File: src/hdl/dpt_pkg.sv
// Purpose: Shared constants and types for the single-wire potentiometer slave.
// Assumes: 50 MHz reference clock; all times are given in microseconds.
// Notes: Notes on behaviour follow.
// Notes on behaviour
// [RQ1] Skip command after presence opens function commands
// [RQ2] Control write receives byte, echoes it back
// [RQ3] Control byte fields: wiper number, charge pump
// [RQ4] Position write receives byte, echoes it back
// [RQ5] Release code commits value, then status bits
// [RQ6] Status bits zero on success, one on failure
// [RQ7] Increment moves wiper up, returns new position
// [RQ8] Decrement moves wiper down, returns new position
// [RQ9] Master starts all signals except presence
// [RQ10] Regular speed unless overdrive; overdrive uses fast timing
// [RQ11] Master reset low: 480 us, 48 overdrive
// [RQ12] Presence: wait, then hold line low
// [RQ13] Reset of 480 us returns regular speed
// [RQ14] Overdrive kept across short reset up to 80
// [RQ15] Falling edge restarts slot timer, sets sampling
// [RQ16] Read zero holds line low; one never drives
// [RQ17] Master keeps reset plus rise under 960
// [RQ18] Master samples read data late in window
// [RQ19] Master leaves line high when suspending
// [RQ20] Overdrive skip command switches into overdrive
// [RQ21] Unknown function command: ignore until reset
package dpt_pkg;
	// Clock rate in cycles per microsecond
	localparam int unsigned CLK_MHZ        = 50;
	// Link times in microseconds, device side choices inside the allowed spans
	localparam int unsigned PDH_REG_US     = 30;
	localparam int unsigned PDH_OD_US      = 3;
	localparam int unsigned PDL_REG_US     = 120;
	localparam int unsigned PDL_OD_US      = 12;
	localparam int unsigned RST_REG_US     = 480;
	localparam int unsigned RST_OD_US      = 48;
	localparam int unsigned RST_OD_MAX_US  = 80;
	localparam int unsigned SAMP_REG_US    = 30;
	localparam int unsigned SAMP_OD_US     = 3;
	localparam int unsigned HOLD_REG_US    = 30;
	localparam int unsigned HOLD_OD_US     = 3;
	// Derived cycle counts (exact, the rate is a whole number per microsecond)
	localparam int unsigned PDH_REG_CYC    = PDH_REG_US * CLK_MHZ;
	localparam int unsigned PDH_OD_CYC     = PDH_OD_US * CLK_MHZ;
	localparam int unsigned PDL_OD_CYC     = PDL_OD_US * CLK_MHZ;
	localparam int unsigned RST_OD_CYC     = RST_OD_US * CLK_MHZ;
	localparam int unsigned RST_OD_MAX_CYC = RST_OD_MAX_US * CLK_MHZ;
	localparam int unsigned SAMP_REG_CYC   = SAMP_REG_US * CLK_MHZ;
	localparam int unsigned SAMP_OD_CYC    = SAMP_OD_US * CLK_MHZ;
	localparam int unsigned HOLD_REG_CYC   = HOLD_REG_US * CLK_MHZ;
	localparam int unsigned HOLD_OD_CYC    = HOLD_OD_US * CLK_MHZ;
	// Command bytes
	localparam logic [7:0] CMD_SKIP     = 8'hCC;
	localparam logic [7:0] CMD_OD_SKIP  = 8'h3C;
	localparam logic [7:0] CMD_WR_CTRL  = 8'h55;
	localparam logic [7:0] CMD_WR_POS   = 8'h0F;
	localparam logic [7:0] CMD_INC      = 8'hC3;
	localparam logic [7:0] CMD_DEC      = 8'h99;
	localparam logic [7:0] REL_CODE     = 8'h96;
	// Control byte layout and reset values
	localparam int unsigned WSEL_LO     = 0;
	localparam int unsigned WSEL_HI     = 1;
	localparam int unsigned PUMP_BIT    = 6;
	localparam logic [1:0] WSEL_ZERO    = 2'h0;
	localparam logic [7:0] CTRL_RST     = 8'h00;
	localparam logic [7:0] WIPER_RST    = 8'h00;
	localparam logic [7:0] WIPER_MAX    = 8'hFF;
	localparam logic [7:0] WIPER_MIN    = 8'h00;
	// Link phase
	typedef enum logic [1:0] {PH_IDLE, PH_SLOT, PH_PWAIT, PH_PDRV} dpt_phase_t;
	// Protocol state
	typedef enum logic [2:0] {PR_IGN, PR_ROM, PR_FUNC, PR_DATA, PR_ECHO, PR_REL, PR_STAT, PR_POS} dpt_proto_t;
	// Synchroniser state
	typedef struct packed {
		logic s1;
		logic s2;
		logic s3;
		logic lvl;
	} dpt_sync_t;
	// Slave state
	typedef struct packed {
		logic       lvl;
		logic       od;
		logic [15:0] low_cnt;
		logic [15:0] tmr;
		dpt_phase_t ph;
		dpt_proto_t pr;
		logic [7:0] sh;
		logic [2:0] bit_n;
		logic       is_pos;
		logic [7:0] pend;
		logic [7:0] wiper;
		logic [7:0] ctrl;
		logic       fail;
		logic       drv;
	} dpt_state_t;
endpackage

File: src/hdl/dpt_sync.sv
// Purpose: Three-stage synchroniser with agreement filter for the bus pin.
// Assumes: Idle level of the line is high.
// Notes: The first stage feeds only the second stage.
module dpt_sync (
	// Clock and control
	input  wire logic ref_clk_i,
	input  wire logic srst_i,
	input  wire logic ce_i,
	// Pin side
	input  wire logic din_i,
	// Filtered level
	output logic      lvl_o
);
	dpt_pkg::dpt_sync_t st_ff;   // Registered state
	dpt_pkg::dpt_sync_t nxt_st;  // Next state

	// Shift the pin in; accept a change once stages two and three agree
	always_comb begin
		nxt_st    = st_ff;
		nxt_st.s1 = din_i;
		nxt_st.s2 = st_ff.s1;
		nxt_st.s3 = st_ff.s2;
		if (st_ff.s2 == st_ff.s3) begin
			nxt_st.lvl = st_ff.s3;
		end
	end

	// Reset to idle high so no false falling edge appears
	always_ff @(posedge ref_clk_i) begin
		if (srst_i) begin
			st_ff <= '{s1: 1'b1, s2: 1'b1, s3: 1'b1, lvl: 1'b1};
		end else if (ce_i) begin
			st_ff <= nxt_st;
		end
	end

	assign lvl_o = st_ff.lvl;
endmodule

File: src/hdl/dpt_slave.sv
// Purpose: Device-side link and command logic of a single-wire digital potentiometer.
// Assumes: Single-drop bus; open-drain pin split into input, output and enable.
// Notes: Timing runs from bus edges; ROM addressing other than skip is not served.
module dpt_slave #(
	parameter int unsigned RST_REG_CYC = dpt_pkg::RST_REG_US * dpt_pkg::CLK_MHZ,
	parameter int unsigned PDL_REG_CYC = dpt_pkg::PDL_REG_US * dpt_pkg::CLK_MHZ
) (
	// Clock and control
	input  wire logic       ref_clk_i,
	input  wire logic       srst_i,
	input  wire logic       ce_i,
	// Bus pin
	input  wire logic       owire_i,
	output logic            owire_o,
	output logic            owire_oe_o,
	// Potentiometer state
	output logic [7:0]      wiper_pos_o,
	output logic [1:0]      wiper_number_select_o,
	output logic            charge_pump_control_o,
	output logic            overdrive_o
);
	// Counts must fit the 16-bit timers; the long reset must also outlast the longest
	// short overdrive reset, or an 80 us reset would wrongly drop overdrive
	if (RST_REG_CYC <= dpt_pkg::RST_OD_MAX_CYC || RST_REG_CYC > 65535 ||
	    PDL_REG_CYC < 2 || PDL_REG_CYC > 65535) begin : g_bad_cycles
		$error("dpt_slave: cycle count parameter out of range");
	end

	localparam logic [15:0] C_RST_REG    = 16'(RST_REG_CYC);
	localparam logic [15:0] C_PDL_REG    = 16'(PDL_REG_CYC);
	localparam logic [15:0] C_RST_OD     = 16'(dpt_pkg::RST_OD_CYC);
	localparam logic [15:0] C_RST_OD_MAX = 16'(dpt_pkg::RST_OD_MAX_CYC);
	localparam logic [15:0] C_PDH_REG    = 16'(dpt_pkg::PDH_REG_CYC);
	localparam logic [15:0] C_PDH_OD     = 16'(dpt_pkg::PDH_OD_CYC);
	localparam logic [15:0] C_PDL_OD     = 16'(dpt_pkg::PDL_OD_CYC);
	localparam logic [15:0] C_SAMP_REG   = 16'(dpt_pkg::SAMP_REG_CYC);
	localparam logic [15:0] C_SAMP_OD    = 16'(dpt_pkg::SAMP_OD_CYC);
	localparam logic [15:0] C_HOLD_REG   = 16'(dpt_pkg::HOLD_REG_CYC);
	localparam logic [15:0] C_HOLD_OD    = 16'(dpt_pkg::HOLD_OD_CYC);

	// Pick the fast or the regular figure, minus one for a zero-based timer
	function automatic logic [15:0] sel_end(input logic od, input logic [15:0] fast, input logic [15:0] slow);
		sel_end = (od ? fast : slow) - 16'h0001;
	endfunction

	// Saturating wiper step; the wiper stops at either end instead of wrapping
	function automatic logic [7:0] step_wiper(input logic [7:0] w, input logic up);
		if (up) begin
			step_wiper = (w == dpt_pkg::WIPER_MAX) ? w : w + 8'h01;
		end else begin
			step_wiper = (w == dpt_pkg::WIPER_MIN) ? w : w - 8'h01;
		end
	endfunction

	dpt_pkg::dpt_state_t st_ff;   // Registered state
	dpt_pkg::dpt_state_t nxt_st;  // Next state
	logic                line;    // Filtered bus level
	logic                rise;    // Line went high
	logic                fall;    // Line went low
	logic                is_tx;   // Current protocol state sends bits
	logic                tx_bit;  // Bit to send in the next read slot
	logic [7:0]          rx_byte; // Byte completed by the bit now sampled
	logic                bit_done;
	logic                byte_done;
	logic                rel_ok;  // Release code right and value acceptable

	// Pin filter
	dpt_sync u_sync (
		.ref_clk_i (ref_clk_i),
		.srst_i    (srst_i),
		.ce_i      (ce_i),
		.din_i     (owire_i),
		.lvl_o     (line)
	);

	// Link timing and command sequencing
	always_comb begin
		nxt_st    = st_ff;
		nxt_st.lvl = line;
		rise      = !st_ff.lvl && line;
		fall      = st_ff.lvl && !line;
		is_tx     = (st_ff.pr == dpt_pkg::PR_ECHO) || (st_ff.pr == dpt_pkg::PR_STAT) || (st_ff.pr == dpt_pkg::PR_POS);
		tx_bit    = (st_ff.pr == dpt_pkg::PR_STAT) ? st_ff.fail : st_ff.sh[0]; // [RQ6]
		rx_byte   = {line, st_ff.sh[7:1]}; // [RQ1]
		bit_done  = 1'b0;
		byte_done = 1'b0;
		rel_ok    = (rx_byte == dpt_pkg::REL_CODE) &&
		            (st_ff.is_pos || st_ff.pend[dpt_pkg::WSEL_HI:dpt_pkg::WSEL_LO] == dpt_pkg::WSEL_ZERO); // [RQ3]
		// Low-time counter, saturating so a stuck line never wraps to short
		if (!line) begin
			nxt_st.low_cnt = (st_ff.low_cnt == 16'hFFFF) ? st_ff.low_cnt : st_ff.low_cnt + 16'h0001;
		end else begin
			nxt_st.low_cnt = 16'h0000;
		end
		case (st_ff.ph)
			dpt_pkg::PH_PWAIT: begin
				// Wait after the reset rise before answering
				nxt_st.tmr = st_ff.tmr + 16'h0001;
				if (st_ff.tmr >= sel_end(st_ff.od, C_PDH_OD, C_PDH_REG)) begin // [RQ12]
					nxt_st.ph  = dpt_pkg::PH_PDRV;
					nxt_st.tmr = 16'h0000;
					nxt_st.drv = 1'b1; // [RQ9]
				end
			end
			dpt_pkg::PH_PDRV: begin
				// Presence low, speed chosen by the current mode
				nxt_st.tmr = st_ff.tmr + 16'h0001;
				if (st_ff.tmr >= sel_end(st_ff.od, C_PDL_OD, C_PDL_REG)) begin // [RQ12] [RQ10]
					nxt_st.ph  = dpt_pkg::PH_IDLE;
					nxt_st.drv = 1'b0;
				end
			end
			dpt_pkg::PH_SLOT: begin
				// Slot in progress: release after the hold, or sample the line
				nxt_st.tmr = st_ff.tmr + 16'h0001;
				if (is_tx && st_ff.tmr >= sel_end(st_ff.od, C_HOLD_OD, C_HOLD_REG)) begin // [RQ16]
					nxt_st.drv = 1'b0;
					nxt_st.ph  = dpt_pkg::PH_IDLE;
					bit_done   = 1'b1;
				end else if (!is_tx && st_ff.tmr >= sel_end(st_ff.od, C_SAMP_OD, C_SAMP_REG)) begin // [RQ15]
					nxt_st.ph  = dpt_pkg::PH_IDLE;
					bit_done   = 1'b1;
				end
			end
			default: begin
				// Master falling edge opens a slot and restarts the timer
				if (fall && st_ff.pr != dpt_pkg::PR_IGN) begin // [RQ15] [RQ21]
					nxt_st.ph  = dpt_pkg::PH_SLOT;
					nxt_st.tmr = 16'h0000;
					nxt_st.drv = is_tx && !tx_bit; // [RQ16]
				end
			end
		endcase
		// Shift the finished bit, least significant first
		if (bit_done) begin
			nxt_st.bit_n = st_ff.bit_n + 3'h1;
			byte_done    = (st_ff.bit_n == 3'h7);
			nxt_st.sh    = is_tx ? {1'b1, st_ff.sh[7:1]} : rx_byte; // [RQ1]
		end
		// Act on a whole byte
		if (byte_done) begin
			case (st_ff.pr)
				dpt_pkg::PR_ROM: begin
					if (rx_byte == dpt_pkg::CMD_SKIP) begin // [RQ1]
						nxt_st.pr = dpt_pkg::PR_FUNC;
					end else if (rx_byte == dpt_pkg::CMD_OD_SKIP) begin // [RQ20]
						nxt_st.pr = dpt_pkg::PR_FUNC;
						nxt_st.od = 1'b1;
					end else begin
						nxt_st.pr = dpt_pkg::PR_IGN;
					end
				end
				dpt_pkg::PR_FUNC: begin
					if (rx_byte == dpt_pkg::CMD_WR_CTRL) begin // [RQ2]
						nxt_st.pr     = dpt_pkg::PR_DATA;
						nxt_st.is_pos = 1'b0;
					end else if (rx_byte == dpt_pkg::CMD_WR_POS) begin // [RQ4]
						nxt_st.pr     = dpt_pkg::PR_DATA;
						nxt_st.is_pos = 1'b1;
					end else if (rx_byte == dpt_pkg::CMD_INC) begin // [RQ7]
						nxt_st.wiper = step_wiper(st_ff.wiper, 1'b1);
						nxt_st.sh    = step_wiper(st_ff.wiper, 1'b1);
						nxt_st.pr    = dpt_pkg::PR_POS;
					end else if (rx_byte == dpt_pkg::CMD_DEC) begin // [RQ8]
						nxt_st.wiper = step_wiper(st_ff.wiper, 1'b0);
						nxt_st.sh    = step_wiper(st_ff.wiper, 1'b0);
						nxt_st.pr    = dpt_pkg::PR_POS;
					end else begin
						nxt_st.pr = dpt_pkg::PR_IGN; // [RQ21]
					end
				end
				dpt_pkg::PR_DATA: begin
					// Hold the value and send it straight back
					nxt_st.pend = rx_byte; // [RQ2] [RQ4]
					nxt_st.sh   = rx_byte;
					nxt_st.pr   = dpt_pkg::PR_ECHO;
				end
				dpt_pkg::PR_ECHO: begin
					nxt_st.pr = dpt_pkg::PR_REL;
				end
				dpt_pkg::PR_REL: begin
					// Commit only on the release code
					if (rel_ok && st_ff.is_pos) begin // [RQ5]
						nxt_st.wiper = st_ff.pend;
					end else if (rel_ok) begin
						nxt_st.ctrl = st_ff.pend;
					end
					nxt_st.fail = !rel_ok;
					nxt_st.pr   = dpt_pkg::PR_STAT;
				end
				dpt_pkg::PR_POS: begin
					// Further steps may follow in the same transaction
					nxt_st.pr = dpt_pkg::PR_FUNC; // [RQ7]
				end
				default: begin
					nxt_st.pr = st_ff.pr;
				end
			endcase
		end
		// Reset pulse seen at the rise: it overrides any slot in progress
		if (rise && st_ff.ph != dpt_pkg::PH_PDRV &&
		    (st_ff.low_cnt >= C_RST_REG || (st_ff.od && st_ff.low_cnt >= C_RST_OD))) begin // [RQ11]
			nxt_st.od    = st_ff.od && (st_ff.low_cnt < C_RST_REG); // [RQ13] [RQ14]
			nxt_st.ph    = dpt_pkg::PH_PWAIT;
			nxt_st.tmr   = 16'h0000;
			nxt_st.drv   = 1'b0;
			nxt_st.pr    = dpt_pkg::PR_ROM;
			nxt_st.bit_n = 3'h0;
		end
	end

	// State register; clock enable freezes everything
	always_ff @(posedge ref_clk_i) begin
		if (srst_i) begin
			st_ff <= '{lvl: 1'b1, od: 1'b0, low_cnt: 16'h0000, tmr: 16'h0000, ph: dpt_pkg::PH_IDLE,
			           pr: dpt_pkg::PR_IGN, sh: 8'h00, bit_n: 3'h0, is_pos: 1'b0, pend: 8'h00,
			           wiper: dpt_pkg::WIPER_RST, ctrl: dpt_pkg::CTRL_RST, fail: 1'b0, drv: 1'b0}; // [RQ10]
		end else if (ce_i) begin
			st_ff <= nxt_st;
		end
	end

	// Open drain: only ever pulls low
	assign owire_o               = 1'b0;
	assign owire_oe_o            = st_ff.drv;
	assign wiper_pos_o           = st_ff.wiper;
	assign wiper_number_select_o = st_ff.ctrl[dpt_pkg::WSEL_HI:dpt_pkg::WSEL_LO]; // [RQ3]
	assign charge_pump_control_o = st_ff.ctrl[dpt_pkg::PUMP_BIT];
	assign overdrive_o           = st_ff.od;

	od_exit_a : assert property (@(posedge ref_clk_i) disable iff (srst_i || !ce_i) // [RQ13]
		(rise && st_ff.ph != dpt_pkg::PH_PDRV && st_ff.low_cnt >= C_RST_REG) |=> (!st_ff.od && st_ff.ph == dpt_pkg::PH_PWAIT))
		else $error("long reset did not return to regular speed");
	od_keep_a : assert property (@(posedge ref_clk_i) disable iff (srst_i || !ce_i) // [RQ14]
		(rise && st_ff.od && st_ff.ph != dpt_pkg::PH_PDRV && st_ff.low_cnt >= C_RST_OD && st_ff.low_cnt <= C_RST_OD_MAX)
		|=> (st_ff.od && st_ff.ph == dpt_pkg::PH_PWAIT))
		else $error("short reset left overdrive");
	od_enter_a : assert property (@(posedge ref_clk_i) disable iff (srst_i || !ce_i) // [RQ20]
		(byte_done && st_ff.pr == dpt_pkg::PR_ROM && rx_byte == dpt_pkg::CMD_OD_SKIP && !rise) |=> (st_ff.od && st_ff.pr == dpt_pkg::PR_FUNC))
		else $error("overdrive skip did not enter overdrive");
	echo_byte_a : assert property (@(posedge ref_clk_i) disable iff (srst_i || !ce_i) // [RQ2]
		(byte_done && st_ff.pr == dpt_pkg::PR_DATA && !rise) |=> (st_ff.pr == dpt_pkg::PR_ECHO && st_ff.sh == $past(rx_byte)))
		else $error("echo byte differs from received byte");
	bad_release_a : assert property (@(posedge ref_clk_i) disable iff (srst_i || !ce_i) // [RQ5]
		(byte_done && st_ff.pr == dpt_pkg::PR_REL && rx_byte != dpt_pkg::REL_CODE)
		|=> (st_ff.fail && st_ff.wiper == $past(st_ff.wiper) && st_ff.ctrl == $past(st_ff.ctrl)))
		else $error("value committed without release code");
	wiper_inc_a : assert property (@(posedge ref_clk_i) disable iff (srst_i || !ce_i) // [RQ7]
		(byte_done && st_ff.pr == dpt_pkg::PR_FUNC && rx_byte == dpt_pkg::CMD_INC && st_ff.wiper != dpt_pkg::WIPER_MAX)
		|=> (st_ff.wiper == $past(st_ff.wiper) + 8'h01 && st_ff.sh == st_ff.wiper))
		else $error("increment gave wrong position");
	wiper_dec_a : assert property (@(posedge ref_clk_i) disable iff (srst_i || !ce_i) // [RQ8]
		(byte_done && st_ff.pr == dpt_pkg::PR_FUNC && rx_byte == dpt_pkg::CMD_DEC && st_ff.wiper != dpt_pkg::WIPER_MIN)
		|=> (st_ff.wiper == $past(st_ff.wiper) - 8'h01 && st_ff.sh == st_ff.wiper))
		else $error("decrement gave wrong position");
	ignore_quiet_a : assert property (@(posedge ref_clk_i) disable iff (srst_i) // [RQ21]
		(st_ff.pr == dpt_pkg::PR_IGN) |-> !owire_oe_o)
		else $error("line driven while ignoring");
	read_one_a : assert property (@(posedge ref_clk_i) disable iff (srst_i || !ce_i) // [RQ16]
		(fall && st_ff.ph == dpt_pkg::PH_IDLE && is_tx && tx_bit && !rise) |=> (st_ff.ph == dpt_pkg::PH_SLOT && !owire_oe_o))
		else $error("line pulled low for a one");
	status_bits_a : assert property (@(posedge ref_clk_i) disable iff (srst_i) // [RQ6]
		(st_ff.pr == dpt_pkg::PR_STAT && st_ff.ph == dpt_pkg::PH_SLOT && owire_oe_o) |-> !st_ff.fail)
		else $error("zero sent after failed update");
	presence_a : assert property (@(posedge ref_clk_i) disable iff (srst_i || !ce_i) // [RQ12]
		(st_ff.ph == dpt_pkg::PH_PDRV && st_ff.tmr < sel_end(st_ff.od, C_PDL_OD, C_PDL_REG)) |=> owire_oe_o)
		else $error("presence released early");
endmodule

File: config.mk
export PLATFORM = sky130hd
export DESIGN_NAME = dpt_slave
export DESIGN_NICKNAME = d
export VERILOG_FILES = /design/src/hdl/dpt_pkg.sv /design/src/hdl/dpt_sync.sv /design/src/hdl/dpt_slave.sv
export SDC_FILE = /design/constraint.sdc
export NUM_CORES = 1
export LEC_CHECK = 0
export BUFFER_PORTS_ARGS = -buffer_cell sky130_fd_sc_hd__buf_2
export CORE_MARGIN = 3
export CORE_UTILIZATION = 40
export CTS_CLUSTER_DIAMETER = 200
export DETAILED_ROUTE_END_ITERATION = 10
export PLACE_DENSITY_LB_ADDON = 0.3
export SKIP_CTS_REPAIR_TIMING = 1
export SLEW_MARGIN = 10
export SYNTH_ARGS = -nofsm -noshare
export SYNTH_HDL_FRONTEND = slang
export SYNTH_SLANG_ARGS = --single-unit
export TNS_END_PERCENT = 50
File: constraint.sdc
create_clock -name ref_clk_i -period 2.35 [get_ports ref_clk_i]
set_input_delay 0.705 -clock ref_clk_i [delete_from_list [all_inputs] [get_ports ref_clk_i]]
set_output_delay 0.705 -clock ref_clk_i [all_outputs]
set_load 0.02 [all_outputs]
==> After elaboration in Yosys (flattened, before gate mapping) <==
Cells that the tools add are included.
{ "totals": {"ff_bits": 80, "latchBits": 0, "ram_bits": 0, "mem_bits_ro": 0, "out_inout_bits": 14, "memories": 0} }
{ "op_classes": {"addsub": 7, "n_mul": 0, "n_div": 0, "magnitude_cmp": 5, "n_eq_ne": 32, "shifts": 0, "n_mux": 52, "n_bitwise": 1, "n_reduce_logical": 45} }
{ "ops": {"columns": ["operator", "count"], "rows": [
  ["2-to-1 mux 8 bit", 11],
  ["case mux 18 bit (3 select lines)", 1],
  ["2-to-1 mux 11 bit", 4],
  ["equality test 8 bit (second input constant)", 5],
  ["2-to-1 mux 18 bit", 2],
  ["adder 16 x 1 -> 16 bit (second input constant)", 2],
  [">= comparator 16 bit", 2],
  ["2-to-1 mux 16 bit", 2],
  ["case mux 8 bit (2 select lines)", 2],
  ["2-to-1 mux 21 bit", 1],
  ["AND reduction 5 bit", 4],
  ["case mux 3 bit (6 select lines)", 1],
  ["2-to-1 mux 1 bit", 17],
  ["equality test 16 bit (second input constant)", 1],
  [">= comparator 16 x 12 -> 1 bit (second input constant)", 1],
  [">= comparator 16 x 15 -> 1 bit (second input constant)", 1],
  ["less-than comparator 16 x 15 -> 1 bit (second input constant)", 1],
  ["equality test 3 bit (second input constant)", 5],
  ["subtractor 13 x 1 -> 14 bit (second input constant)", 1],
  ["2-to-1 mux 13 bit", 1],
  ["logical AND 1 bit", 12],
  ["2-to-1 mux 3 bit", 4],
  ["inequality test 3 bit (second input constant)", 4],
  ["nonzero test 2 bit", 6],
  ["29 further kinds", 51]
]} }

==> Longest topological paths before layout <==
Gate-level depths: netlist (run 1).
{ "depth": {"depth_word": 16, "ltp_mapped": 10, "mapped_depth_nobuf": 9} }

==> Hierarchy <==
Synthesis (run 1) repeated with hierarchy kept, for this count alone.
{ "hier_totals": {"cells_unflattened": 584, "hier_area_um2": 4626.9} }
{ "by_module_without_submodules": {"columns": ["mod", "instances", "cells_each", "area_per_inst_um2", "seq_area_each_um2"], "rows": [
  ["dpt_slave", 1, 569, 4479.3, 1441.4],
  ["dpt_sync", 1, 15, 147.6, 80.1]
]} }

==> Worst setup path before layout (run 1) <==
OpenSTA, ideal clock, no wires.
{ "synth_path": {"kind": "flip-flop to flip-flop", "startpoint": "register st_ff, in the netlist overdrive_o", "endpoint": "register st_ff, in the netlist rx_byte[0]", "t_arrival_ns": 2.533, "required_ns": 2.217, "slack_ns": -0.315, "path_stages_with_launch": 10, "n_path_buf": 0, "synth_period_minus_slack_ns": 2.665, "path_cell_list": "dfxtp_1 -> inv_1 -> ha_1 -> o211ai_1 -> o211a_1 -> o21a_1 -> nor2_1 -> mux2_2 -> o2111ai_1 -> a31oi_1"} }
{ "synth_between": {"elab_chain_cells": 14} }
{ "synth_rtl": {"columns": ["item", "line", "source"], "rows": [
  ["from (decl)", "dpt_slave.sv:55", "dpt_pkg::dpt_state_t st_ff;"],
  ["from (signal assigned)", "dpt_slave.sv:215", "st_ff <= '{lvl: 1'b1, od: 1'b0, low_cnt: 16'h0000, tmr: 16'h0000, ph: dpt_pkg::PH_IDLE,"],
  ["from (signal assigned)", "dpt_slave.sv:219", "st_ff <= nxt_st;"],
  ["2-to-1 mux 11 bit *", "dpt_slave.sv:43", "sel_end = (od ? fast : slow) - 16'h0001;"],
  ["subtractor 11 x 1 -> 12 bit *", "dpt_slave.sv:43", null],
  [">= comparator 16 bit *", "dpt_slave.sv:116, dpt_slave.sv:120", null],
  ["logical AND 1 bit", "dpt_slave.sv:120", "end else if (!is_tx && st_ff.tmr >= sel_end(st_ff.od, C_SAMP_OD, C_SAMP_REG)) begin"],
  ["2-to-1 mux 1 bit", "dpt_slave.sv:120", null],
  ["2-to-1 mux 1 bit *", "dpt_slave.sv:116", "if (is_tx && st_ff.tmr >= sel_end(st_ff.od, C_HOLD_OD, C_HOLD_REG)) begin"],
  ["2-to-1 mux 1 bit *", "dpt_slave.sv:95", "case (st_ff.ph)"],
  ["2-to-1 mux 11 bit", "dpt_slave.sv:135", "if (bit_done) begin"],
  ["2-to-1 mux 8 bit", "dpt_slave.sv:164", "end else if (rx_byte == dpt_pkg::CMD_DEC) begin"],
  ["2-to-1 mux 11 bit", "dpt_slave.sv:160", "end else if (rx_byte == dpt_pkg::CMD_INC) begin"],
  ["2-to-1 mux 8 bit", "dpt_slave.sv:157", "end else if (rx_byte == dpt_pkg::CMD_WR_POS) begin"],
  ["2-to-1 mux 8 bit", "dpt_slave.sv:154", "if (rx_byte == dpt_pkg::CMD_WR_CTRL) begin"],
  ["case mux 8 bit (2 select lines)", "dpt_slave.sv:142", "case (st_ff.pr)"],
  ["2-to-1 mux 11 bit *", "dpt_slave.sv:141", "if (byte_done) begin"]
]} }
Every way passes the cells marked *; elsewhere a longest branch is shown, timed or not. The select of a mux whose other input is x is not followed.
A chain may end at the register's enable or synchronous reset.

==> Worst setup path in the final report (run 1) <==
{ "layout_path": {"startpoint": "register st_ff[74] in the netlist's numbering", "endpoint": "register st_ff, in the netlist owire_oe_o"} }
{ "layout_between": {"elab_chain_cells": 6} }
{ "layout_rtl": {"columns": ["item", "line", "source"], "rows": [
  [">= comparator 16 x 12 -> 1 bit", "dpt_slave.sv:202", "(st_ff.low_cnt >= C_RST_REG || (st_ff.od && st_ff.low_cnt >= C_RST_OD))) begin"],
  ["logical AND 1 bit", "dpt_slave.sv:202", null],
  ["logical OR 1 bit *", "dpt_slave.sv:202", null],
  ["logical AND 1 bit *", "dpt_slave.sv:201", "if (rise && st_ff.ph != dpt_pkg::PH_PDRV &&"],
  ["inequality test 3 bit (no source line) / nonzero test 5 bit (equally long branches)", null, null],
  ["AND reduction 5 bit (no source line)", null, null]
]} }
Every way passes the cells marked *; elsewhere a longest branch is shown, timed or not.

==> flow_summary_export.csv, run 1 <==
group,metric,value,unit
power,clkPwrFrac,0.533,
synth,ys_seq_area_frac,0.324,
drt,drc,0,
clocking,cts_buffers,9,
sta,layout_worst_path_cycle_share,1.01,
synth,ys_ff_latch,76,
critical_path,cp-end-kind,"flip-flop",
sta,tightest_slew,521,ps
critical_path,r2r_cells,6,
power,p_leak,2.31,nW
layout,diodes,0,
power,irDropWorstVdd,0.721,mV
critical_path,path_max_fanout,7,
die,initial_core_util,0.420,
clocking,clkTransAtPathRegs,60,ps
sta,maxSlewHeadroom,0.652,
die,fp-row-count,38,
die,ios,18,
drt,vias,4589,
drt,wl,12500,um
die,die_h,114,um
synth,synth_edf_count,0,
synth,ys_async_sr_fraction,0,
drt,antenna_left,0,
synth,ys_warn_count,0,
job,max_cap_viol_count,0,
critical_path,critPathRequiredTime,2630,ps
clocking,insertion_delay,350,ps
global_routing,grt_antenna_before_repair,0,
placement,portBuffers,16,
power,power_frac_comb,0.041,
power,power.density,527,mW/mm^2
power,swShare,0.222,
layout,final_cell_mix,"82 x nor2_1, 73 x dfxtp_1, 68 x buf_4, 59 x nand2_1, 40 x a21oi_1",
critical_path,path_class,"flip-flop to flip-flop",
layout,final_common_cell,"nor2_1",
sta,clock-skew-final,8.78,ps
sta,tns,-34.1,ps
die,core_area,0.0112,sq mm
critical_path,rrSetupSlack,-20,ps
drt,wl_per_cell,15.7,um
sta,setup_viol,3,
sta,fmax,0.423,GHz
synth,synth.distinct_cells,74,
synth,syn_avg_cell_area,7.82,sq um
critical_path,start_kind,"flip-flop",
hold_path,min_delay_path_depth,2,
layout,drive_gt1_frac,0.222,
critical_path,crit_arrival,2650,ps
clocking,cts_num_sinks,76,
sta,hold_viol,0,
outcome,violations,"setup timing",
die,fp.dieW,114,um
clocking,htree_levels,3,
placement,finalWeightedCongestion,0.911,
outcome,status,"finished with violations",
layout,area_growth,24.1,%
layout,utilization,0.522,
synth,ys.flop_type,"dfxtp_1",
power,p_int,2.39,mW
global_routing,first_global_vias,4217,
sta,drv_slew,0,
clocking,clockRootBuffer,"clkbuf_16",
clocking,cts_tree,"done",
drt,drtIter0Drc,393,
synth,syn_nets,622,
synth,netlist_area,0.00470,sq mm
sta,holdWs,458,ps
global_routing,gr-total-overflow,0,
drt,viasPerCell,5.74,
sta,fin_crit,2370,ps
synth,netlist_instances,601,
die,die_area,0.0131,sq mm
power,p_seq_frac,0.426,
placement,dp_hpwl,8790,um
layout,nets,675,
sta,rsz0062_at_grt,"yes",
hold_path,hold_class,"flip-flop to flip-flop",
global_routing,grt_max_degree,38,
drt,first_pass_iters,6,
clocking,clock_path_buffers,2,
power,switching_power,683,uW
global_routing,gr-usage-all-layers,0.192,
global_routing,grt_pass1_wl,20400,um
sta,worst_slack,-15.8,ps
==> final cells by class <==
cell class | count | area [sq um]
clock buffer | 9 | 225
clock inverter | 7 | 123
fill | 1046 | 5340
inverter | 10 | 40.0
multi-input combinational | 468 | 3070
sequential | 76 | 1530
tap | 140 | 175
timing repair buffer | 89 | 668
==> layer usage <==
metal / vias to the layer above / share of wire / global-route usage
li1: 2261 / - / -
met1: 2189 / 0.48 / 0.269
met2: 119 / 0.45 / 0.292
met3: 20 / 0.052 / 0.0412
met4: 0 / 0.019 / 0.0641
met5: - / 0 / 0
==> stage by stage <==
| stage | instance area (sq um) | instances | total power, mW | setup slack [ps] |
|---|---|---|---|---|
| finish | 5830 | 799 | 3.07 | -15.8 |
| floorplan | 4720 | 601 | 1.42 | -54.7 |
| detailed placement | 5260 | 774 | 1.46 | -126 |
| CTS | 5610 | 790 | 3.10 | -135 |
| global placement | 5260 | 774 | 1.46 | -59.5 |
| global route | 5830 | 799 | 3.16 | -117 |
==> cells by family (layout without fill, tap and decap cells) <==
kind of cell | Yosys count | count (layout) | synth area share
DFF | 76 | 76 | 0.324
muxes | 19 | 19 | 0.0410
buffers and inverters | 57 | 115 | 0.0562
xor gates and xnor gates | 31 | 31 | 0.0578
adders and majority gates | 17 | 17 | 0.0453
AOI/OAI and AO/OA | 131 | 131 | 0.189
and+or+nand+nor | 269 | 269 | 0.287
other | 1 | 1 | 0.000798
==> worst max-delay path, stage by stage (launching register included) <==
cell,delay [ps]
dfxtp_1,310
or4_4,530
a2111o_1,450
a21oi_4,230
nor2_2,110
or4_1,520
a21oi_1,150
==> power groups by stage <==
stage          Clock (mW)  Sequential [mW]  Combinational, mW
5_1_grt              1.71             1.31              0.138
4_1_cts              1.67             1.31              0.121
3_5_place_dp            0             1.34              0.121
2_1_floorplan           0             1.34             0.0835
3_3_place_gp            0             1.34              0.120
6_report             1.64             1.31              0.126
==> synthesized netlist by cell type (10+ instances only) <==
cell type  instances  area, sq um
nor2_1            83          312
dfxtp_1           76         1520
nand2_1           59          221
a21oi_1           40          200
clkbuf_1          29          109
nand3_1           28          140
nor3_1            24          120
o21ai_0           22          110
xnor2_1           19          166
ha_1              17          213
mux2i_1           17          170
xor2_1            12          105
and3_1            11         68.8
buf_4             11         82.6
inv_1             10         37.5
==> flip-flops by register name (all words and copies together) (netlist names) <==
| register | count |
|---|---|
| charge_pump_control_o | 1 |
| overdrive_o | 1 |
| owire_oe_o | 1 |
| rx_byte | 7 |
| st_ff | 52 |
| u_sync.lvl_o | 1 |
| u_sync.nxt_st | 2 |
| u_sync.st_ff | 1 |
| wiper_number_select_o | 2 |
| wiper_pos_o | 8 |
==> final timing paths <==
kind,start,end
max,st_ff[74]$_SDFFE_PP0P_,owire_oe_o$_SDFFE_PP0P_
min,st_ff[29]$_SDFFE_PP0P_,st_ff[29]$_SDFFE_PP0P_
max reg2reg,st_ff[74]$_SDFFE_PP0P_,owire_oe_o$_SDFFE_PP0P_
min reg2reg,st_ff[29]$_SDFFE_PP0P_,st_ff[29]$_SDFFE_PP0P_
Power figures use the tool's default switching activity.
==> inputs of run 2 (changes only) <==
Settings changed: CORE_UTILIZATION 40 to 30.
==> run 2 against run 1 <==
Compared with the run above: the flow now finishes without violations; sequential power barely moved; hold slack lost 1.5 ps; count of clock-buffer cells in the layout increased by 1; critical endpoint is now st_ff[40]$_SDFFE_PP0P_; highest routed layer unchanged.
==> flow_summary_export.csv, run 2 (synthesized netlist as in run 1, its figures left out) <==
group,metric,value,unit
outcome,status,"complete, no violations",
drt,antenna_left,0,
layout,regMostFlops,"st_ff",
critical_path,cp-end-kind,"flip-flop",
global_routing,grt_pass1_wl,21100,um
clocking,clkTransAtPathRegs,60,ps
power,switching_power,648,uW
sta,maxSlewHeadroom,0.630,
clocking,cts_tree,"done",
critical_path,path_max_fanout,5,
power,swShare,0.219,
power,p_seq_frac,0.443,
clocking,clockRootBuffer,"clkbuf_16",
drt,drc,0,
die,die_area,0.0172,sq mm
sta,hold_viol,0,
critical_path,cp-startpoint,"st_ff[71]$_SDFFE_PP0P_",
clocking,htree_levels,3,
sta,worst_slack,34.5,ps
sta,clock-skew-final,6.87,ps
placement,dp_hpwl,9200,um
global_routing,grt_max_degree,38,
placement,place_ws,-154,ps
hold_path,hold_class,"flip-flop to flip-flop",
placement,dp_cells,846,
critical_path,r2r_cells,8,
global_routing,grt_antenna_before_repair,0,
drt,first_pass_iters,4,
drt,wl_per_cell,14.8,um
sta,fmax,0.432,GHz
critical_path,start_kind,"flip-flop",
layout,diodes,0,
die,core_area,0.0153,sq mm
placement,portBuffers,16,
die,ios,18,
layout,drive_gt1_frac,0.236,
layout,area_growth,26.6,%
global_routing,gr-total-overflow,0,
global_routing,gr-usage-all-layers,0.145,
sta,tightest_slew,554,ps
die,initial_core_util,0.308,
power,irDropWorstVdd,0.365,mV
clocking,clock_path_buffers,2,
layout,layout.cells.non_filler,869,
layout,final_common_cell,"nor2_1",
drt,wl,12900,um
die,fp-row-count,45,
clocking,cts_num_sinks,76,
drt,viasPerCell,5.23,
drt,drtIter0Drc,324,
sta,fin_crit,2320,ps
critical_path,worstReg2RegStart,"st_ff[71]$_SDFFE_PP0P_",
clocking,cts_buffers,9,
critical_path,path_class,"flip-flop to flip-flop",
power,power_frac_comb,0.047,
sta,drv_slew,0,
critical_path,rrSetupSlack,30,ps
sta,setup_viol,0,
critical_path,critPathRequiredTime,2630,ps
layout,final_cell_mix,"82 x nor2_1, 71 x dfxtp_1, 67 x buf_4, 58 x nand2_1, 38 x a21oi_1",
sta,rsz0062_at_grt,"yes",
critical_path,critPathCapture,"st_ff[40]$_SDFFE_PP0P_",
critical_path,crit_arrival,2590,ps
die,fp.dieW,131,um
job,max_cap_viol_count,0,
global_routing,first_global_vias,4327,
placement,finalWeightedCongestion,0.882,
critical_path,reg2reg_to,"st_ff[40]$_SDFFE_PP0P_",
power,power.density,497,mW/mm^2
clocking,insertion_delay,340,ps
layout,largest_register_ffs,52,
sta,tns,0,ps
die,die_h,131,um
power,p_leak,2.29,nW
drt,vias,4549,
layout,nets,674,
sta,layout_worst_path_cycle_share,0.985,
power,p_int,2.31,mW
power,clkPwrFrac,0.510,
[run 2: area by class of cell]
class,count,area [sq um]
multi-input cells,468,3110
inverters,10,40.0
flip-flops and latches,76,1530
well taps,211,264
clock inverters,6,86.3
fillers,1502,9310
repair buffers,88,674
clock buffers,10,239
[run 2: how the worst min path moves through the flow]
stage	endpoint	depth (start not counted)	start
3_3_place_gp	wiper_number_select_o[0]$_SDFFE_PP0P_	1	wiper_number_select_o[0]$_SDFFE_PP0P_
3_5_place_dp	wiper_number_select_o[0]$_SDFFE_PP0P_	1	wiper_number_select_o[0]$_SDFFE_PP0P_
6_report	wiper_number_select_o[0]$_SDFFE_PP0P_	1	wiper_number_select_o[0]$_SDFFE_PP0P_
4_1_cts	wiper_number_select_o[0]$_SDFFE_PP0P_	1	wiper_number_select_o[0]$_SDFFE_PP0P_
2_1_floorplan	wiper_number_select_o[0]$_SDFFE_PP0P_	1	wiper_number_select_o[0]$_SDFFE_PP0P_
5_1_grt	st_ff[28]$_SDFFE_PP0P_	2	st_ff[28]$_SDFFE_PP0P_
[run 2: worst max-delay path, stage by stage, from the launching register on]
cell      delay [ps]
dfxtp_2          320
or4_4            540
a2111o_1         360
a21oi_4          240
or2b_4           180
nand3_4           70
buf_4            150
nor4_1           270
a41o_1           140
[run 2: power groups by stage]
stage	registers (mW)	clock network [mW]	logic [mW]
after CTS	1.31	1.54	0.128
final	1.31	1.51	0.138
after global routing	1.31	1.59	0.154
after detailed placement	1.34	0	0.127
after global placement	1.34	0	0.125
after floorplan	1.34	0	0.0835
[run 2: metal layers]
layer  up-vias  global-route usage  routed length, um
met5         -                   0                  0
met4         0              0.0525                196
met3        13              0.0230                585
met2       109               0.231               5940
met1      2175               0.197               6130
li1       2252                   -                  -
[run 2: stage by stage]
step                      hold slack [ps]  utilization  cell area, sq um  power [mW]
after CTS                             468        0.373              5690        2.98
after detailed placement              449        0.352              5370        1.47
after floorplan                       431            -              4720        1.42
final                                 457        0.390              5950        2.95
after global routing                  480        0.390              5950        3.06
after global placement                440        0.352              5370        1.46
==> inputs of run 3 (changes only) <==
Settings changed: ABC_AREA from default to 1, CORE_UTILIZATION 30 to 40.
==> run 3 against run 2 <==
Compared with the run above: final cell count increased by 18%; first-iteration DRC count increased by 56%; setup slack improved by 160 ps; non-clock buffer count decreased by 52; synthesized cell count increased by 38%; clock skew increased by 0.99 ps; wire length increased by 4.3%; power decreased by 7.0%; sequential share of layout area increased by 0.21 points; highest routed layer unchanged; sequential power about the same; clock power decreased by 9%; critical endpoint is now rx_byte[6]$_SDFFE_PP0P_.
==> flow_summary_export.csv, run 3 <==
group,metric,value,unit
outcome,status,"complete, no violations",
clocking,insertion_delay,330,ps
drt,drc,0,
job,max_cap_viol_count,0,
hold_path,min_delay_path_depth,2,
drt,first_pass_iters,4,
global_routing,gr-usage-all-layers,0.189,
critical_path,cp_common_cell,"nand2_1",
synth,netlist_instances,830,
die,die_h,121,um
power,irDropWorstVdd,0.343,mV
drt,vias,5271,
critical_path,critPathMaxStageDelay,360,ps
clocking,cts_buffers,9,
global_routing,grt_pass1_wl,22800,um
critical_path,rrSetupSlack,190,ps
sta,setup_viol,0,
synth,ys_ff_latch,76,
sta,drv_slew,0,
sta,fin_crit,2160,ps
critical_path,crit_chain,"buf_4 -> ha_1 -> nand2_1 -> o21ai_1 -> nor2_2 -> nand2_4 -> nand4_4 -> buf_4 -> nor2_1 -> nand2_1 -> nand2_1 -> nand2_1 -> a21oi_1",
sta,hold_viol,0,
synth,synth_edf_count,0,
placement,finalWeightedCongestion,0.882,
die,initial_core_util,0.415,
layout,area_growth,10.2,%
critical_path,path_class,"flip-flop to flip-flop",
placement,dp_hpwl,10100,um
critical_path,critPathCapture,"rx_byte[6]$_SDFFE_PP0P_",
clocking,htree_levels,3,
synth,synth.largest_area_cell,"dfxtp_1",
critical_path,critPathBufInv,2,
drt,viasPerCell,5.16,
synth,ys_warn_count,0,
power,p_leak,2.46,nW
drt,drtIter0Drc,506,
die,fp.dieW,121,um
layout,final_common_cell,"nand2_1",
critical_path,reg2reg_to,"rx_byte[6]$_SDFFE_PP0P_",
critical_path,critPathTopFamily,"simple AND/OR/NAND/NOR gates",
global_routing,grt_antenna_before_repair,0,
synth,syn_nets,851,
synth,syn_avg_cell_area,6.42,sq um
synth,synth_area_leaders,"dfxtp_1 29%, nand2_1 14%, nor2_1 7.5%",
sta,clock-skew-final,7.86,ps
critical_path,start_kind,"flip-flop",
critical_path,r2r_cells,13,
sta,worst_slack,193,ps
synth,ys_seq_area_frac,0.286,
synth,synth_common_cells,"205 x nand2_1, 107 x nor2_1, 80 x nand3_1",
drt,wl,13400,um
layout,drive_gt1_frac,0.125,
synth,synth_top_area_share,0.286,
hold_path,hold_class,"flip-flop to flip-flop",
critical_path,cp-end-kind,"flip-flop",
drt,wl_per_cell,13.1,um
die,fp-row-count,41,
synth,ys_async_sr_fraction,0,
critical_path,worstReg2RegStart,"overdrive_o$_SDFFE_PP0P_",
clocking,clkTransAtPathRegs,60,ps
global_routing,first_global_vias,4713,
critical_path,crit_slowest_cell,"dfxtp_2",
global_routing,gr-total-overflow,0,
clocking,cts_num_sinks,76,
global_routing,grt_max_degree,22,
sta,rsz0062_at_grt,"yes",
critical_path,crit_arrival,2420,ps
synth,netlist_area,0.00533,sq mm
clocking,clock_path_buffers,2,
layout,largest_register_ffs,52,
critical_path,cp-startpoint,"overdrive_o$_SDFFE_PP0P_",
placement,place_ws,97.8,ps
die,ios,18,
critical_path,critPathRequiredTime,2620,ps
clocking,cts_tree,"done",
die,die_area,0.0147,sq mm
die,core_area,0.0128,sq mm
critical_path,path_max_fanout,9,
layout,nets,867,
synth,yosysMostFrequentCell,"nand2_1",
drt,antenna_left,0,
sta,layout_worst_path_cycle_share,0.918,
power,power.density,468,mW/mm^2
sta,holdWs,452,ps
layout,final_cell_mix,"205 x nand2_1, 105 x nor2_1, 80 x nand3_1, 77 x inv_1, 75 x dfxtp_1",
clocking,clockRootBuffer,"clkbuf_16",
layout,regMostFlops,"st_ff",
critical_path,critical_path_depth,13,
placement,portBuffers,16,
sta,fmax,0.464,GHz
layout,diodes,0,
synth,ys.flop_type,"dfxtp_1",
synth,synth.distinct_cells,46,
[run 3: logic make-up after synthesis]
| kind of cell | synth area share |
|---|---|
| AO/OA/AOI/OAI | 0.134 |
| XOR/XNOR | 0.0279 |
| adder cells (fa/ha/maj) | 0.0399 |
| buffers and inverters | 0.105 |
| flip-flops | 0.286 |
| multiplexers | 0.00188 |
| other | 0.000704 |
| AND/OR/NAND/NOR | 0.405 |
[run 3: worst register-to-register path, cell delays in order, from the launching register on]
cell and delay, ps:
dfxtp_2 360, buf_4 160, ha_1 290, nand2_1 100, o21ai_1 170, nor2_2 70
nand2_4 120, nand4_4 140, buf_4 220, nor2_1 140, nand2_1 70, nand2_1 60
nand2_1 40, a21oi_1 140
[run 3: per-stage QoR]
stage	util	std cells	setup TNS, ps	instance area (sq um)	total power [mW]
CTS	0.456	1022	0	5850	2.80
floorplan	-	830	0	5330	1.38
global placement	0.433	1007	0	5560	1.41
finish	0.458	1022	0	5870	2.75
global route	0.458	1022	-27.6	5870	2.86
detailed placement	0.433	1007	0	5560	1.41
[run 3: worst min-delay path by stage]
stage	endpoint	startpoint	slack (ps)
after detailed placement	wiper_number_select_o[0]$_SDFFE_PP0P_	wiper_number_select_o[0]$_SDFFE_PP0P_	450
final	wiper_number_select_o[0]$_SDFFE_PP0P_	wiper_number_select_o[0]$_SDFFE_PP0P_	450
after floorplan	wiper_number_select_o[0]$_SDFFE_PP0P_	wiper_number_select_o[0]$_SDFFE_PP0P_	420
after global routing	st_ff[18]$_SDFFE_PP0P_	st_ff[18]$_SDFFE_PP0P_	480
after CTS	wiper_number_select_o[0]$_SDFFE_PP0P_	wiper_number_select_o[0]$_SDFFE_PP0P_	460
after global placement	u_sync.nxt_st[2]$_SDFFE_PP1P_	u_sync.nxt_st[2]$_SDFFE_PP1P_	450
[run 3: layout make-up]
type	count	area [sq um]
clock inverters	5	52.6
flip-flops and latches	76	1520
inverters	90	343
clock buffers	10	239
well taps	172	215
fillers	1365	6960
repair buffers	36	230
multi-input cells	633	3270
[run 3: layer usage]
layer  up-vias  wire (um)  part of all wire  GRT usage
li1       2746          -                 -          -
met5         -          0                 0          0
met1      2396       6480              0.48      0.264
met4         0        227             0.017     0.0595
met2       109       6070              0.45      0.295
met3        20        642             0.048     0.0364
[run 3: power breakdown]
part	leakage (nW)	switching, mW	internal (mW)
sequential	0.613	0.00356	1.29
clock	0.144	0.531	0.839
combinational	1.70	0.0586	0.0228
